[config.mk]
export PLATFORM = sky130hd
export DESIGN_NAME = hss_fault_ctrl
export DESIGN_NICKNAME = d
export VERILOG_FILES = /design/src/design/hss_sync.v /design/src/design/hss_deglitch.v /design/src/design/hss_fault_ctrl.v
export VERILOG_INCLUDE_DIRS = /design/src /design/src/pkg
export SDC_FILE = /design/constraint.sdc
export NUM_CORES = 1
export LEC_CHECK = 0
export BUFFER_PORTS_ARGS = -buffer_cell sky130_fd_sc_hd__buf_4
export CAP_MARGIN = 20
export CORE_MARGIN = 3
export CORE_UTILIZATION = 53
export CTS_BUF_LIST = sky130_fd_sc_hd__clkbuf_16
export DETAILED_ROUTE_END_ITERATION = 8
export PLACE_DENSITY = 0.85
export SYNTH_ARGS = -nofsm -noshare
export SYNTH_HDL_FRONTEND = slang
export SYNTH_HIERARCHICAL = 1
export SYNTH_SLANG_ARGS = --single-unit
[constraint.sdc]
create_clock -name clk -period 2.76 [get_ports clk]
set_input_delay 0.138 -clock clk [delete_from_list [all_inputs] [get_ports clk]]
set_output_delay 0.138 -clock clk [all_outputs]
set_load 0.02 [all_outputs]
[src/pkg/hss_regs.vh]
// Constants for the high-side switch fault controller: register map,
// field positions, reset values, variant codes and timing counts.
// Included by bare name; definitions only.
`ifndef HSS_REGS_VH
`define HSS_REGS_VH

// Timebase
`define HSS_CLK_PERIOD_NS 10
// Overcurrent deglitch time and its cycle count
`define HSS_DEGLITCH_NS 3000
`define HSS_DEGLITCH_CYCLES ((`HSS_DEGLITCH_NS) / (`HSS_CLK_PERIOD_NS))
`define HSS_DEGLITCH_W 9
// Retry interval and its cycle count
`define HSS_RETRY_US 1000
`define HSS_RETRY_CYCLES (((`HSS_RETRY_US) * 1000) / (`HSS_CLK_PERIOD_NS))
`define HSS_RETRY_W 17
// Consecutive fault shutdowns before the limit is halved
`define HSS_FOLD_COUNT 3'h7

// Product variant codes
`define HSS_VAR_SHUTOFF 2'h0
`define HSS_VAR_FOLDBACK 2'h1
`define HSS_VAR_ACTIVE 2'h2

// Register byte offsets
`define HSS_REG_CTRL 4'h0
`define HSS_REG_STATUS 4'h4
`define HSS_REG_EVENT 4'h8
`define HSS_ADDR_W 4

// Control register fields and reset value
`define HSS_CTRL_ENGATE 0
`define HSS_CTRL_RESET 32'h00000001

// Status register field positions
`define HSS_ST_STATE 0
`define HSS_ST_ABS 2
`define HSS_ST_REL 3
`define HSS_ST_CL 4
`define HSS_ST_UVLO 5
`define HSS_ST_RETRYIND 6
`define HSS_ST_COUNT 7
`define HSS_ST_HALF 10
`define HSS_ST_DEFLIM 11
`define HSS_ST_SWITCH 12
`define HSS_ST_SENSE 13

// Event register fields (sticky, write one to clear)
`define HSS_EV_ABS 0
`define HSS_EV_REL 1
`define HSS_EV_CL 2
`define HSS_EV_UVLO 3
`define HSS_EV_W 4

// AXI responses
`define HSS_RESP_OKAY 2'h0
`define HSS_RESP_SLVERR 2'h2

`endif

[src/design/hss_sync.v]
// Two-flop synchroniser for a bundle of asynchronous level inputs.
// Assumes each bit is an independent level; no bus coherency.
`timescale 1ns/1ns
module hss_sync #(
  parameter WIDTH = 10
) (
  input wire clk,
  input wire rst,
  input wire ce,
  input wire [WIDTH-1:0] din,
  output wire [WIDTH-1:0] dout
);
  genvar i;
  // One stage pair per bit; first stage feeds only the second
  generate
    for (i = 0; i < WIDTH; i = i + 1) begin : g_bit
      reg meta_q;
      reg sync_q;
      always @(posedge clk) begin
        if (rst) begin
          meta_q <= 1'b0;
          sync_q <= 1'b0;
        end else if (ce) begin
          meta_q <= din[i];
          sync_q <= meta_q;
        end
      end
      assign dout[i] = sync_q;
    end
  endgenerate
endmodule // hss_sync

[src/design/hss_deglitch.v]
// Persistence filter: output rises once the input has stayed high for
// CYCLES consecutive enabled clocks, falls with the input.
// Assumes the input is already synchronous to clk.
`timescale 1ns/1ns
module hss_deglitch #(
  parameter CYCLES = 300,
  parameter W = 9
) (
  input wire clk,
  input wire rst,
  input wire ce,
  input wire din,
  output reg dout
);
  localparam integer LAST_FULL = CYCLES - 1;
  localparam [W-1:0] LAST = LAST_FULL[W-1:0];
  reg [W-1:0] cnt_q;

  // Any low sample restarts the count, so short spikes never pass
  always @(posedge clk) begin
    if (rst) begin
      cnt_q <= {W{1'b0}};
      dout <= 1'b0;
    end else if (ce) begin
      if (!din) begin
        cnt_q <= {W{1'b0}};
        dout <= 1'b0;
      end else if (cnt_q == LAST) begin
        dout <= 1'b1;
      end else begin
        cnt_q <= cnt_q + 1'b1;
      end
    end
  end
endmodule // hss_deglitch

[src/design/hss_fault_ctrl.v]
// Fault-protection controller of a single-channel high-side switch,
// with an AXI4-Lite slave for control, status and sticky events.
// Assumes analog comparators and pins arrive asynchronously; variant is static.
//
// Added by the designer: the AXI4-Lite register port and the register addresses.
`include "hss_regs.vh"
`timescale 1ns/1ns
module hss_fault_ctrl #(
  parameter RETRY_CYCLES = `HSS_RETRY_CYCLES,
  parameter RETRY_W = `HSS_RETRY_W,
  parameter DEGLITCH_CYCLES = `HSS_DEGLITCH_CYCLES
) (
  input wire clk,
  input wire rst,
  input wire ce,
  input wire [1:0] variant,
  input wire enablePin,
  input wire latchPin,
  input wire tempAbsHot,
  input wire tempAbsCool,
  input wire tempRelHot,
  input wire overCurrent,
  input wire supplyLowFall,
  input wire supplyHighRise,
  input wire outNearSupply,
  input wire limitResOk,
  output reg switchOn,
  output reg senseFault,
  output reg limitHalf,
  output reg limitDefault,
  output reg limitRegulate,
  input wire [`HSS_ADDR_W-1:0] s_axi_awaddr,
  input wire s_axi_awvalid,
  output reg s_axi_awready,
  input wire [31:0] s_axi_wdata,
  input wire [3:0] s_axi_wstrb,
  input wire s_axi_wvalid,
  output reg s_axi_wready,
  output reg [1:0] s_axi_bresp,
  output reg s_axi_bvalid,
  input wire s_axi_bready,
  input wire [`HSS_ADDR_W-1:0] s_axi_araddr,
  input wire s_axi_arvalid,
  output reg s_axi_arready,
  output reg [31:0] s_axi_rdata,
  output reg [1:0] s_axi_rresp,
  output reg s_axi_rvalid,
  input wire s_axi_rready
);
  localparam [1:0] ST_OFF = 2'h0;
  localparam [1:0] ST_ON = 2'h1;
  localparam [1:0] ST_FAULT = 2'h2;
  localparam [RETRY_W-1:0] RETRY_LOAD = RETRY_CYCLES[RETRY_W-1:0];
  localparam [31:0] CTRL_RST = `HSS_CTRL_RESET;

  wire [9:0] syncOut;
  wire enS, latchS, absHotS, absCoolS, relHotS, ocS;
  wire lowFallS, highRiseS, nearS, resOkS, ocDeg;
  reg [1:0] state_q, state_d;
  reg absFault_q, relFault_q, clFault_q, uvlo_q, retryInd_q, ctrlEnGate_q, rdHit;
  reg [RETRY_W-1:0] retryCnt_q;
  reg [2:0] foldCnt_q;
  reg [`HSS_EV_W-1:0] event_q;
  reg awHave_q, wHave_q;
  reg [`HSS_ADDR_W-1:0] awAddr_q;
  reg [31:0] wData_q;
  reg [3:0] wStrb_q;
  reg [31:0] rdMux;

  // Every comparator and pin crosses two flops before use
  hss_sync #(
    .WIDTH(10)
  ) u_sync (
    .clk(clk),
    .rst(rst),
    .ce(ce),
    .din({limitResOk, outNearSupply, supplyHighRise, supplyLowFall, overCurrent,
      tempRelHot, tempAbsCool, tempAbsHot, latchPin, enablePin}),
    .dout(syncOut)
  );
  assign {resOkS, nearS, highRiseS, lowFallS, ocS, relHotS, absCoolS, absHotS,
    latchS, enS} = syncOut;

  // Short-circuit event only after persistent overcurrent
  hss_deglitch #(
    .CYCLES(DEGLITCH_CYCLES),
    .W(`HSS_DEGLITCH_W)
  ) u_deglitch (
    .clk(clk),
    .rst(rst),
    .ce(ce),
    .din(ocS),
    .dout(ocDeg)
  );

  // Variant decode; the variant is a static strap
  wire shutoffVar = (variant != `HSS_VAR_ACTIVE);
  wire foldVar = (variant == `HSS_VAR_FOLDBACK);
  wire enEff = enS & ctrlEnGate_q;
  // Active variant ignores current trips and waits for heat
  wire clTrip = shutoffVar & ocDeg;
  wire thermTrip = absHotS | relHotS;
  wire faultTrip = (state_q == ST_ON) & (thermTrip | clTrip);
  wire retryDone = (retryCnt_q == {RETRY_W{1'b0}});
  wire faultsClear = !absFault_q & !relFault_q & !clFault_q;
  wire releaseOk = (state_q == ST_FAULT) & !latchS & retryDone & faultsClear;
  wire retrySet = releaseOk & (state_d == ST_ON);
  wire regulating = !shutoffVar & (state_q == ST_ON) & ocS;

  // Fault state machine
  always @* begin
    state_d = state_q;
    case (state_q)
      ST_OFF: begin
        if (enEff && !uvlo_q) begin
          state_d = ST_ON;
        end
      end
      ST_ON: begin
        if (thermTrip || clTrip) begin
          state_d = ST_FAULT;
        end else if (!enEff || uvlo_q) begin
          state_d = ST_OFF;
        end
      end
      ST_FAULT: begin
        if (releaseOk) begin
          state_d = (enEff && !uvlo_q) ? ST_ON : ST_OFF;
        end
      end
      default: begin
        state_d = ST_OFF;
      end
    endcase
  end

  // State, retry timer and undervoltage latch
  always @(posedge clk) begin
    if (rst) begin
      state_q <= ST_OFF;
      retryCnt_q <= {RETRY_W{1'b0}};
      uvlo_q <= 1'b0;
    end else if (ce) begin
      state_q <= state_d;
      // Timer armed on each fault shutdown, runs down while held off
      if (faultTrip) begin
        retryCnt_q <= RETRY_LOAD;
      end else if (state_q == ST_FAULT && !retryDone) begin
        retryCnt_q <= retryCnt_q - 1'b1;
      end
      // Set wins, so a dip during recovery is never missed
      if (lowFallS) begin
        uvlo_q <= 1'b1;
      end else if (highRiseS) begin
        uvlo_q <= 1'b0;
      end
    end
  end

  // Individual fault flags; a new trip outranks its own clear
  always @(posedge clk) begin
    if (rst) begin
      absFault_q <= 1'b0;
      relFault_q <= 1'b0;
      clFault_q <= 1'b0;
    end else if (ce) begin
      if (faultTrip && absHotS) begin
        absFault_q <= 1'b1;
      end else if (absCoolS) begin
        absFault_q <= 1'b0;
      end
      if (faultTrip && relHotS) begin
        relFault_q <= 1'b1;
      end else if (state_q == ST_FAULT && retryDone) begin
        relFault_q <= 1'b0;
      end
      if (faultTrip && clTrip) begin
        clFault_q <= 1'b1;
      end else if (!ocS) begin
        clFault_q <= 1'b0;
      end
    end
  end

  // Foldback counter; only the foldback variant ever counts
  always @(posedge clk) begin
    if (rst) begin
      foldCnt_q <= 3'h0;
    end else if (ce) begin
      if (!foldVar) begin
        foldCnt_q <= 3'h0;
      end else if (faultTrip) begin
        if (foldCnt_q != `HSS_FOLD_COUNT) begin
          foldCnt_q <= foldCnt_q + 3'h1;
        end
      end else if (state_q == ST_ON && state_d == ST_OFF) begin
        foldCnt_q <= 3'h0;
      end else if (state_q == ST_OFF && !enEff) begin
        foldCnt_q <= 3'h0;
      end
    end
  end

  // Retry indication holds until the output climbs near supply or the switch goes off
  always @(posedge clk) begin
    if (rst) begin
      retryInd_q <= 1'b0;
    end else if (ce) begin
      if (retrySet) begin
        retryInd_q <= 1'b1;
      end else if (nearS || state_q == ST_OFF) begin
        retryInd_q <= 1'b0;
      end
    end
  end

  // Registered outputs toward the power stage and sense mux
  always @(posedge clk) begin
    if (rst) begin
      switchOn <= 1'b0;
      senseFault <= 1'b0;
      limitHalf <= 1'b0;
      limitDefault <= 1'b0;
      limitRegulate <= 1'b0;
    end else if (ce) begin
      // Raw overcurrent cuts the gate before the deglitch ends, except in the active variant
      switchOn <= (state_d == ST_ON) & !uvlo_q & !(shutoffVar & ocS);
      senseFault <= (state_d == ST_FAULT) | regulating | retryInd_q | retrySet;
      limitHalf <= foldVar & (foldCnt_q == `HSS_FOLD_COUNT);
      limitDefault <= !resOkS;
      limitRegulate <= regulating;
    end
  end

  // Sticky event bits; set beats a same-cycle write-one clear
  wire [`HSS_EV_W-1:0] evSet;
  assign evSet[`HSS_EV_ABS] = faultTrip & absHotS;
  assign evSet[`HSS_EV_REL] = faultTrip & relHotS;
  assign evSet[`HSS_EV_CL] = faultTrip & clTrip;
  assign evSet[`HSS_EV_UVLO] = lowFallS & !uvlo_q;
  wire doWrite = awHave_q & wHave_q & !s_axi_bvalid;
  wire wrCtrl = doWrite & (awAddr_q == `HSS_REG_CTRL) & wStrb_q[0];
  wire wrEvent = doWrite & (awAddr_q == `HSS_REG_EVENT) & wStrb_q[0];
  wire wrHit = (awAddr_q == `HSS_REG_CTRL) | (awAddr_q == `HSS_REG_EVENT);

  always @(posedge clk) begin
    if (rst) begin
      ctrlEnGate_q <= CTRL_RST[`HSS_CTRL_ENGATE];
      event_q <= {`HSS_EV_W{1'b0}};
    end else if (ce) begin
      if (wrCtrl) begin
        ctrlEnGate_q <= wData_q[`HSS_CTRL_ENGATE];
      end
      if (wrEvent) begin
        event_q <= (event_q & ~wData_q[`HSS_EV_W-1:0]) | evSet;
      end else begin
        event_q <= event_q | evSet;
      end
    end
  end

  // Read decode; unmapped words read zero with an error response
  always @* begin
    rdMux = 32'h00000000;
    rdHit = 1'b1;
    case ({s_axi_araddr[`HSS_ADDR_W-1:2], 2'h0})
      `HSS_REG_CTRL: begin
        rdMux[`HSS_CTRL_ENGATE] = ctrlEnGate_q;
      end
      `HSS_REG_STATUS: begin
        rdMux[`HSS_ST_STATE+1:`HSS_ST_STATE] = state_q;
        rdMux[`HSS_ST_ABS] = absFault_q;
        rdMux[`HSS_ST_REL] = relFault_q;
        rdMux[`HSS_ST_CL] = clFault_q;
        rdMux[`HSS_ST_UVLO] = uvlo_q;
        rdMux[`HSS_ST_RETRYIND] = retryInd_q;
        rdMux[`HSS_ST_COUNT+2:`HSS_ST_COUNT] = foldCnt_q;
        rdMux[`HSS_ST_HALF] = limitHalf;
        rdMux[`HSS_ST_DEFLIM] = limitDefault;
        rdMux[`HSS_ST_SWITCH] = switchOn;
        rdMux[`HSS_ST_SENSE] = senseFault;
      end
      `HSS_REG_EVENT: begin
        rdMux[`HSS_EV_W-1:0] = event_q;
      end
      default: begin
        rdHit = 1'b0;
      end
    endcase
  end

  // Write channels: address and data taken in either order
  always @(posedge clk) begin
    if (rst) begin
      s_axi_awready <= 1'b1;
      s_axi_wready <= 1'b1;
      s_axi_bvalid <= 1'b0;
      s_axi_bresp <= `HSS_RESP_OKAY;
      awHave_q <= 1'b0;
      wHave_q <= 1'b0;
      awAddr_q <= {`HSS_ADDR_W{1'b0}};
      wData_q <= 32'h00000000;
      wStrb_q <= 4'h0;
    end else if (ce) begin
      if (s_axi_awvalid && s_axi_awready) begin
        s_axi_awready <= 1'b0;
        awHave_q <= 1'b1;
        awAddr_q <= {s_axi_awaddr[`HSS_ADDR_W-1:2], 2'h0};
      end
      if (s_axi_wvalid && s_axi_wready) begin
        s_axi_wready <= 1'b0;
        wHave_q <= 1'b1;
        wData_q <= s_axi_wdata;
        wStrb_q <= s_axi_wstrb;
      end
      if (doWrite) begin
        awHave_q <= 1'b0;
        wHave_q <= 1'b0;
        s_axi_bvalid <= 1'b1;
        s_axi_bresp <= wrHit ? `HSS_RESP_OKAY : `HSS_RESP_SLVERR;
      end else if (s_axi_bvalid && s_axi_bready) begin
        // Ready returns only after the response, one write in flight
        s_axi_bvalid <= 1'b0;
        s_axi_awready <= 1'b1;
        s_axi_wready <= 1'b1;
      end
    end
  end

  // Read channel: data captured at the address handshake
  always @(posedge clk) begin
    if (rst) begin
      s_axi_arready <= 1'b1;
      s_axi_rvalid <= 1'b0;
      s_axi_rdata <= 32'h00000000;
      s_axi_rresp <= `HSS_RESP_OKAY;
    end else if (ce) begin
      if (s_axi_arvalid && s_axi_arready) begin
        s_axi_arready <= 1'b0;
        s_axi_rvalid <= 1'b1;
        s_axi_rdata <= rdMux;
        s_axi_rresp <= rdHit ? `HSS_RESP_OKAY : `HSS_RESP_SLVERR;
      end else if (s_axi_rvalid && s_axi_rready) begin
        s_axi_rvalid <= 1'b0;
        s_axi_arready <= 1'b1;
      end
    end
  end
endmodule // hss_fault_ctrl

==> summary.md, run 1 <==
| Metric | Value |
|---|---|
| Row cnt | `33` |
| Core Area | `8260 um^2` |
| Maxcap violations | `0` |
| Peak Freq | `467 MHz` |
| Final ANT Viol Nets | `0` |
| CP max-delay cell | `or4b_2` |
| FF-to-FF Start | `retryCnt_q[0]` |
| M1 WL | `4.16 mm` |
| RSZ-0062 raised after global routing | `false` |
| Req. time, crit path | `2950 ps` |
| Post-Synthesis Cells | `512` |
| Pins Over Slew Limit | `0` |
| Synth Area per Inst | `8.83 um^2` |
| Initial core utilization | `54.7%` |
| Metal2 WL | `4.71 mm` |
| Setup CP Type | `register to register` |
| Met3 routed WL | `733 um` |
| Status | `finished, final reports clean` |
| I/O Pins | `110` |
| Cell taking the most area after synthesis | `dfxtp_1` |
| Share of post-route cells with drive strength above 1 | `16.5%` |
| Fin Setup TNS | `0 ps` |
| Worst hold path type | `input pin to register` |
| Clk slew on worst S/H paths | `80 ps` |
| Post-synth EDFFs | `0` |
| Synth top area share | `43.0%` |
| Drt total wl | `9.69 mm` |
| WHS | `25.4 ps` |
| Core Util, Final | `62.1%` |
| Commonest non-fill, non-tap cell in the layout | `dfxtp_1` |
| Synthesized cell area | `4520 um^2` |
| Sequential fraction of the synthesis area | `43.0%` |
| CTS Buf Count | `9` |
| Slew HR | `45.6%` |
| Beginning of the worst hold path | `s_axi_awaddr[3]` |
| Initial antenna violation count | `0` |
| Seq cells post-synth | `97` |
| Design Power | `2.90 mW` |
| Worst setup SP type | `register` |
| First-pass GRT wire length | `16.6 mm` |
| Iteration count of the initial detailed-routing pass | `6` |
| Multi-input logic area | `2270 um^2` |
| Largest net degree at the start of global routing | `88` |
| Yosys cell types | `60` |
| CTS tree | `yes` |
| CP cell instances | `inv_1 > ha_1 > or4b_2 > nor4_2 > buf_4 > nand2b_1 > or3_1 > a21oi_1` |
| Clock Skews | `10.8 ps` |
| DRT iter0 DRCs | `190` |
| Fillers | `663` |
| DRC viols | `0` |
| Nets | `621` |
| Post-DP Area | `4830 um^2` |
| Antenna Cells | `0` |
| Aggregate global-route resource usage | `20.4%` |
| Die Area | `9670 um^2` |
| Ys flop type | `dfxtp_1` |
| DR vias/cell | `5.66` |
| Worst vdd ir | `397 uV` |
| Die height | `98.3 um` |
| Most frequent cells in the layout | `dfxtp_1 (97), nor2_1 (59), buf_4 (58), nand2_1 (55), a21oi_1 (33)` |
| Least-Margin Pin Slew | `816 ps` |
| Hold-fix buffers at CTS | `0` |
| Ys Warns | `6` |
| Crit-path max FO | `6` |
| Top Layer Used | `met4` |
| Async S/R FF share, synth | `0%` |
| CP endpoint kind | `register` |
| Detail Placement HPWL | `6.71 mm` |
| Post-CTS sizing | `0` |
| Vias in the first global route | `3525` |
| Power Density | `566 nW/um^2` |
| Final hold vios | `0` |
| Crit path largest cell delay | `620 ps` |
| Worst-Skew Late Latency | `350 ps` |
| Period utilisation layout | `77.6%` |
| Worst Path Arrival | `2330 ps` |
| Min Clock Period, post-route | `2140 ps` |
| Area growth syn-to-layout | `13.4%` |
| Synth top area cells | `dfxtp_1 (43%), mux2i_1 (6.6%), buf_4 (5.0%)` |
| Postcts setup bufs | `0` |
| Crit path from | `retryCnt_q[0]` |
| I/O Buffers | `54` |
| Vias post-DR | `3722` |
| H-tree depth | `3` |
| Register area | `1940 um^2` |
| Pleak | `2.08 nW` |
| Clk root buf | `clkbuf_16` |
| Clk buf depth | `2` |
| Die W | `98.3 um` |
| Drt wl/cell | `14.7 um` |
| Clock sinks | `97` |
| Fin area | `5130 um^2` |
| Congestion Overflow GR | `0` |
| RD Place Congestion | `0.925` |
| Final-report setup violation count | `0` |
[per-stage QoR]
| step | setup slack [ps] | instances |
|---|---|---|
| 3_3_place_gp | 687 | 642 |
| 6_report | 619 | 658 |
| 4_1_cts | 621 | 658 |
| 3_5_place_dp | 637 | 642 |
| 5_1_grt | 500 | 658 |
| 2_1_floorplan | 809 | 531 |
[worst paths after layout]
check,to,slack [ps],depth (start not counted)
max,retryCnt_q[1],620,8
min,awAddr_q[3],30,3
max reg2reg,retryCnt_q[1],620,8
min reg2reg,limitDefault,450,1
[registers in the layout, indices dropped and copies added (netlist names), 2 cells and up]
name,count
state_q,2
foldCnt_q,3
awAddr_q,2
retryCnt_q,17
event_q,4
u_sync/g_bit.meta_q,10
u_sync/g_bit.sync_q,10
wData_q,4
u_deglitch/cnt_q,9
s_axi_rdata,14
[area by class of cell]
type	count	area share, %
clock inverters	7	1.34
clock buffers	9	4.39
flip-flops and latches	97	37.9
well taps	105	2.56
repair buffers	58	8.49
inverters	15	1.10
multi-input cells	367	44.2
[kinds of logic after synthesis]
group | share of synthesized area (%)
flops | 43.0
simple gates | 23.8
fa+ha+maj | 2.49
mux | 6.89
buf+inv | 8.44
other cells | 0.0830
xor+xnor | 3.10
compound gates | 12.2
[Yosys cell counts (3+ instances only)]
| cell | count |
|---|---|
| a22o_1 | 3 |
| a31oi_1 | 8 |
| xnor2_1 | 16 |
| nand2_1 | 55 |
| buf_4 | 30 |
| or4_1 | 5 |
| inv_1 | 15 |
| nand4b_1 | 3 |
| nor2_1 | 59 |
| nand4_1 | 5 |
| o32ai_1 | 3 |
| ha_1 | 9 |
| a21oi_1 | 33 |
| mux2i_1 | 30 |
| o211ai_1 | 4 |
| nand3_1 | 23 |
| nor2b_1 | 6 |
| nor4_1 | 9 |
| a211oi_1 | 5 |
| clkbuf_1 | 17 |
| a22oi_1 | 4 |
| o21ai_0 | 6 |
| dfxtp_1 | 97 |
| a211o_1 | 4 |
| nand2b_1 | 11 |
| nor3_1 | 8 |
[critical path: cells and delay by family, from the launching register on]
family	cells	cell delay, ps
simple gates	4	1110
compound gates	1	60
buf+inv	2	330
fa+ha+maj	1	190
flops	1	310
[where the power goes]
part	leakage (nW)	internal (mW)	switching, mW
clock	0.147	0.642	0.582
combinational	1.15	0.0838	0.140
sequential	0.787	1.43	0.0239
[per-layer routing]
layer,up-vias,track usage [%]
li1,1831,-
met1,1734,27.8
met2,149,33.4
met3,8,4.93
met4,0,3.99
met5,-,0
Power figures use the tool's default switching activity.
==> inputs of run 2 (changes only) <==
==> constraint.sdc (replaced) <==
create_clock -name clk -period 2.15 [get_ports clk]
set_input_delay 0.1075 -clock clk [delete_from_list [all_inputs] [get_ports clk]]
set_output_delay 0.1075 -clock clk [all_outputs]
set_load 0.02 [all_outputs]
==> run 2 against run 1 <==
  * Cell count rose by 1.5%
  * Fmax rose by 3.7%
  * Sequential share of layout area fell by 0.57 points
  * First-iteration DRC count rose by 19%
  * Sequential cell count did not move
  * Non-clock buffer count rose by 10
  * Sequential power rose by 29%
  * Die area did not move
  * Critical endpoint is now retryCnt_q[14]
  * Via count rose by 3.1%
  * Critical path type unchanged
==> summary.md, run 2 (same netlist as run 1, synthesis figures left out) <==
| Metric | Value |
|---|---|
| Status | `finished, final reports clean (unchanged)` |
| Drt total wl | `10.0 mm (was 9.69 mm)` |
| Power Density | `696 nW/um^2 (was 566 nW/um^2)` |
| Clock power frac | `40.4% (was 42.2%)` |
| Aggregate global-route resource usage | `20.5% (was 20.4%)` |
| Nets | `631 (was 621)` |
| Internal power | `2.73 mW (was 2.15 mW)` |
| Iteration count of the initial detailed-routing pass | `5 (was 6)` |
| Sw Pwr | `0.891 mW (was 0.746 mW)` |
| Largest register by flop count | `retryCnt_q (unchanged)` |
| Met3 Use GR | `4.71% (was 4.93%)` |
| Slew HR | `55.8% (was 45.6%)` |
| Clk buf depth | `2 (unchanged)` |
| Maxcap violations | `0 (unchanged)` |
| Met1 Use GR | `26.5% (was 27.8%)` |
| Clk slew on worst S/H paths | `70 ps (was 80 ps)` |
| Post-DP Area | `4870 um^2 (was 4830 um^2)` |
| CTS tree | `yes (unchanged)` |
| Post-Layout Cell Count | `668 (was 658)` |
| CP endpoint kind | `register (unchanged)` |
| Worst slack at placement | `26.0 ps (was 637 ps)` |
| Drt wl/cell | `15.0 um (was 14.7 um)` |
| Die height | `98.3 um (unchanged)` |
| CTS Buf Count | `9 (unchanged)` |
| Peak Freq | `484 MHz (was 467 MHz)` |
| I/O Buffers | `54 (unchanged)` |
| Least-Margin Pin Slew | `663 ps (was 816 ps)` |
| Sw Share | `24.6% (was 25.7%)` |
| Final hold vios | `0 (unchanged)` |
| Worst setup SP type | `register (unchanged)` |
| Pleak | `2.13 nW (was 2.08 nW)` |
| Largest registers | `retryCnt_q x17, s_axi_rdata x14 (unchanged)` |
| Period utilisation layout | `96.0% (was 77.6%)` |
| H-tree depth | `3 (unchanged)` |
| Largest net degree at the start of global routing | `67 (was 88)` |
| Setup CP Type | `register to register (unchanged)` |
| RD Place Congestion | `0.884 (was 0.925)` |
| Hold Path Cell Cnt | `3 (unchanged)` |
| Beginning of the worst hold path | `s_axi_awaddr[2] (was s_axi_awaddr[3])` |
| Initial core utilization | `54.7% (unchanged)` |
| Vias post-DR | `3838 (was 3722)` |
| Clk root buf | `clkbuf_16 (unchanged)` |
| Initial antenna violation count | `0 (unchanged)` |
| DRT iter0 DRCs | `226 (was 190)` |
| Min Clock Period, post-route | `2060 ps (was 2140 ps)` |
| DRC viols | `0 (unchanged)` |
| Commonest non-fill, non-tap cell in the layout | `dfxtp_1 (unchanged)` |
| Worst hold path type | `input pin to register (unchanged)` |
| Comb power frac | `8.1% (was 7.7%)` |
| Crit-path max FO | `5 (was 6)` |
| Worst setup margin | `85.2 ps (was 619 ps)` |
| Worst Path Arrival | `2280 ps (was 2330 ps)` |
| Most frequent cells in the layout | `dfxtp_1 (97), buf_4 (66), nor2_1 (59), nand2_1 (55), a21oi_1 (33) (was dfxtp_1 (97), nor2_1 (59), buf_4 (58), nand2_1 (55), a21oi_1 (33))` |
| Fin area | `5200 um^2 (was 5130 um^2)` |
| Req. time, crit path | `2370 ps (was 2950 ps)` |
| Final-report setup violation count | `0 (unchanged)` |
| Worst R2R Setup Slack | `90 ps (was 620 ps)` |
| Die Area | `9670 um^2 (unchanged)` |
| First-pass GRT wire length | `16.6 mm (about the same)` |
| Clock Skews | `6.20 ps (was 10.8 ps)` |
| Detail Placement HPWL | `6.99 mm (was 6.71 mm)` |
| WHS Endpoint | `awAddr_q[2] (was awAddr_q[3])` |
| Design Power | `3.62 mW (was 2.90 mW)` |
| Sequential share of power | `51.5% (was 50.1%)` |
| FF-to-FF Start | `retryCnt_q[1] (was retryCnt_q[0])` |
| Clock sinks | `97 (unchanged)` |
| Congestion Overflow GR | `0 (unchanged)` |
| Worst vdd ir | `526 uV (was 397 uV)` |
| Routing usage on met2 | `34.2% (was 33.4%)` |
| I/O Pins | `110 (unchanged)` |
| Row cnt | `33 (unchanged)` |
| Die W | `98.3 um (unchanged)` |
| Vias in the first global route | `3552 (was 3525)` |
| Area growth syn-to-layout | `15.2% (was 13.4%)` |
| Core Area | `8260 um^2 (unchanged)` |
| Final ANT Viol Nets | `0 (unchanged)` |
| RR Endpoint | `retryCnt_q[14] (was retryCnt_q[1])` |
| Fin Setup TNS | `0 ps (unchanged)` |
| Worst r2r path cells | `9 (was 8)` |
| Pins Over Slew Limit | `0 (unchanged)` |
| Placed cell count | `647 (was 642)` |
| Share of post-route cells with drive strength above 1 | `18.1% (was 16.5%)` |
| Worst-Skew Late Latency | `340 ps (was 350 ps)` |
| Antenna Cells | `0 (unchanged)` |
| DR vias/cell | `5.75 (was 5.66)` |
| GRT busiest layer | `met2 (unchanged)` |
| Max FFs per register | `17 (unchanged)` |
-- run 2: changes by cell type in the layout (fill, tap and decap cells not counted), moves of 2 or more --
cell,delta
inv_6,-2
inv_1,-2
inv_8,-3
buf_4,+8
dlygate4sd3_1,+2
inv_2,+2
clkinv_2,+3
-- run 2: worst max-delay path by stage --
stage,cells past startpoint,startpoint,endpoint,slack [ps]
5_1_grt,9,retryCnt_q[1],retryCnt_q[14],-20
4_1_cts,8,retryCnt_q[0],retryCnt_q[1],9
6_report,9,retryCnt_q[1],retryCnt_q[14],90
2_1_floorplan,8,retryCnt_q[0],retryCnt_q[5],200
3_3_place_gp,8,retryCnt_q[0],retryCnt_q[1],160
3_5_place_dp,8,retryCnt_q[0],retryCnt_q[1],30
-- run 2: layer usage --
layer | wire [um] | vias to the layer above
li1 | - | 1847
met1 | 4340 | 1844
met2 | 4930 | 134
met3 | 613 | 13
met4 | 111 | 0
met5 | 0 | -
-- run 2: per-stage QoR --
stage / utilization (%) / hold WS [ps]
6_report: 63.0 / 6.32
5_1_grt: 63.0 / 8.98
3_5_place_dp: 59.0 / 351
2_1_floorplan: - / 251
3_3_place_gp: 59.0 / 340
4_1_cts: 62.5 / 3.85
-- run 2: critical path, stage by stage, from the launching register on --
cell	delay, ps
dfxtp_1	330
inv_2	80
ha_2	190
or4b_4	470
nor4_4	300
buf_4	190
buf_4	110
nor4_1	50
xnor2_1	160
nor2_1	50
-- run 2: final cells by class --
type                    count  area, um^2
well taps                 105         131
repair buffers             68         515
multi-input cells         367        2290
inverters                  15        56.3
fillers                   665        3050
clock inverters             7        45.0
clock buffers               9         225
flip-flops and latches     97        1940
-- run 2: power groups by stage --
stage | logic, mW | clock network, mW | registers (mW)
floorplan | 0.222 | 0 | 1.91
global placement | 0.280 | 0 | 1.90
detailed placement | 0.287 | 0 | 1.91
CTS | 0.291 | 1.47 | 1.86
global route | 0.325 | 1.56 | 1.87
finish | 0.295 | 1.46 | 1.87
-- run 2: repair_timing --
| item | CTS | global route |
|---|---|---|
| hold buffers | 2 | 0 |
| gates resized for setup | 0 | 8 |
| setup endpoints to repair | 0 | 13 |
| hold endpoints to repair | 2 | 0 |
| setup buffers | 0 | 2 |
==> inputs of run 3 (changes only) <==
--- a/config.mk
+++ b/config.mk
@@ -8,6 +8,7 @@
 export LEC_CHECK = 0
 export BUFFER_PORTS_ARGS = -buffer_cell sky130_fd_sc_hd__buf_4
 export CAP_MARGIN = 20
+export CORE_ASPECT_RATIO = 0.8
 export CORE_MARGIN = 3
 export CORE_UTILIZATION = 53
 export CTS_BUF_LIST = sky130_fd_sc_hd__clkbuf_16
==> run 3 against run 2 <==
  * Routed wire length down 0.96%
  * Combinational power increased by 1%
  * Power increased by 1.9%
  * First-iteration DRC count up 19%
  * Via count shrank 1.6%
  * Global-route usage rose by 0.10 points
  * Fmax increased by 3.1%
  * Worst setup slack improved by 63 ps
  * Cell count up 0.60%
  * Register-to-register slack gained 60 ps
  * Clock skew is 3.8 ps higher
  * Die area hardly changed
  * Critical path type unchanged
  * Critical endpoint is now retryCnt_q[7]
  * Highest routed layer unchanged
==> summary.md, run 3 (same netlist as run 1, synthesis figures left out) <==
| Metric | Value |
|---|---|
| Status | `finished, final reports clean (unchanged)` |
| Congestion Overflow GR | `0 (unchanged)` |
| Max FFs per register | `17 (unchanged)` |
| Design Power | `3.69 mW (was 3.62 mW)` |
| Final ANT Viol Nets | `0 (unchanged)` |
| Clk buf depth | `2 (unchanged)` |
| Nets | `632 (was 631)` |
| Final hold vios | `0 (unchanged)` |
| Initial antenna violation count | `0 (unchanged)` |
| Pleak | `2.15 nW (was 2.13 nW)` |
| Worst Path Arrival | `2190 ps (was 2280 ps)` |
| CP cell instances | `inv_1 > ha_1 > or4b_4 > nor4_4 > buf_6 > nor4_1 > xnor2_1 > a21oi_1 (was inv_2 > ha_2 > or4b_4 > nor4_4 > buf_4 > buf_4 > nor4_1 > xnor2_1 > nor2_1)` |
| I/O Pins | `110 (unchanged)` |
| Worst slack at placement | `62.9 ps (was 26.0 ps)` |
| Worst setup SP type | `register (unchanged)` |
| Crit path largest cell delay | `470 ps (about the same)` |
| H-tree depth | `3 (unchanged)` |
| Worst setup margin | `148 ps (was 85.2 ps)` |
| Power Density | `705 nW/um^2 (was 696 nW/um^2)` |
| Share of post-route cells with drive strength above 1 | `17.6% (was 18.1%)` |
| Setup CP Type | `register to register (unchanged)` |
| Commonest non-fill, non-tap cell in the layout | `dfxtp_1 (unchanged)` |
| Drt total wl | `9.91 mm (was 10.0 mm)` |
| Clock sinks | `97 (unchanged)` |
| I/O Buffers | `54 (unchanged)` |
| First-pass GRT wire length | `15.9 mm (was 16.6 mm)` |
| Crit-path max FO | `8 (was 5)` |
| Pins Over Slew Limit | `0 (unchanged)` |
| Vias in the first global route | `3251 (was 3552)` |
| Die Area | `9680 um^2 (was 9670 um^2)` |
| Core Area | `8090 um^2 (was 8260 um^2)` |
| Row cnt | `29 (was 33)` |
| Period utilisation layout | `93.1% (was 96.0%)` |
| Aggregate global-route resource usage | `20.6% (was 20.5%)` |
| Detail Placement HPWL | `6.90 mm (was 6.99 mm)` |
| Iteration count of the initial detailed-routing pass | `7 (was 5)` |
| Maxcap violations | `0 (unchanged)` |
| Area growth syn-to-layout | `15.9% (was 15.2%)` |
| Antenna Cells | `0 (unchanged)` |
| CP max-delay cell | `or4b_4 (unchanged)` |
| DR vias/cell | `5.62 (was 5.75)` |
| Largest registers | `retryCnt_q x17, s_axi_rdata x14 (unchanged)` |
| Drt wl/cell | `14.7 um (was 15.0 um)` |
| Fin Setup TNS | `0 ps (unchanged)` |
| Largest net degree at the start of global routing | `66 (was 67)` |
| Clk root buf | `clkbuf_16 (unchanged)` |
| Clk slew on worst S/H paths | `70 ps (about the same)` |
| Worst vdd ir | `514 uV (was 526 uV)` |
| Die height | `88.6 um (was 98.3 um)` |
| CP endpoint kind | `register (unchanged)` |
| DRT iter0 DRCs | `270 (was 226)` |
| DRC viols | `0 (unchanged)` |
| Min Clock Period, post-route | `2000 ps (was 2060 ps)` |
| Initial core utilization | `55.9% (was 54.7%)` |
| Final-report setup violation count | `0 (unchanged)` |
| Req. time, crit path | `2340 ps (was 2370 ps)` |
| CTS Buf Count | `9 (unchanged)` |
| Most frequent cells in the layout | `dfxtp_1 (97), buf_4 (64), nor2_1 (59), nand2_1 (55), a21oi_1 (33) (was dfxtp_1 (97), buf_4 (66), nor2_1 (59), nand2_1 (55), a21oi_1 (33))` |
| Peak Freq | `499 MHz (was 484 MHz)` |
| Postcts setup bufs | `0 (unchanged)` |
| RD Place Congestion | `0.892 (was 0.884)` |
| Slew HR | `58.3% (was 55.8%)` |
| Worst hold path type | `input pin to register (unchanged)` |
| Worst-Skew Late Latency | `340 ps (about the same)` |
| Die W | `109 um (was 98.3 um)` |
| Largest register by flop count | `retryCnt_q (unchanged)` |
| RSZ-0062 raised after global routing | `false` |
| Clock Skews | `9.99 ps (was 6.20 ps)` |
| CP delay by family, top | `simple AND/OR/NAND/NOR gates (unchanged)` |
| Vias post-DR | `3775 (was 3838)` |
| CTS tree | `yes (unchanged)` |
| WP buf/inv | `2 (was 3)` |
| Least-Margin Pin Slew | `625 ps (was 663 ps)` |
-- run 3: final cells by class --
type	count	area [um^2]
clock buffer	9	225
tap	108	135
timing repair buffer	69	532
clock inverter	7	58.8
fill	636	2860
multi-input combinational	367	2290
inverter	15	56.3
sequential	97	1940
-- run 3: power by group --
part,switching [mW],internal [mW]
clock network,0.722,0.807
registers,0.0298,1.83
logic,0.182,0.117
total,0.933,2.76
-- run 3: routing by layer --
metal,track usage (%),part of all wire (%),vias up,wire length (um)
li1,-,-,1858,-
met1,29.1,49,1761,4810
met2,31.7,44,141,4340
met3,4.96,6.5,15,642
met4,5.66,1.1,0,111
met5,0,0,-,0
-- run 3: worst min-delay path, stage by stage --
cell     delay, ps
buf_4           80
mux2i_1         50
nor2_1          80
-- run 3: final timing paths --
path	from	end	slack (ps)	depth (start not counted)
setup / recovery	retryCnt_q[1]	retryCnt_q[7]	150	8
hold / removal	supplyLowFall	u_sync/g_bit[6].meta_q	2	3
setup reg to reg	retryCnt_q[1]	retryCnt_q[7]	150	8
hold reg to reg	u_sync/g_bit[9].sync_q	limitDefault	440	1
-- run 3: what timing repair did --
item                                   CTS  global route
gates resized for setup                  0             5
hold buffers                             4             0
endpoints found under the hold margin    4             0
setup endpoints to repair                0             6
-- run 3: metrics by stage --
stage,utilization (%),instance area (um^2),hold slack (ps),cells
after floorplan,-,4590,251,531
after global placement,60.4,4890,341,652
after CTS,64.4,5210,1.76,672
final,64.7,5240,1.69,672
after global routing,64.7,5240,0.0498,672
after detailed placement,60.4,4890,347,652
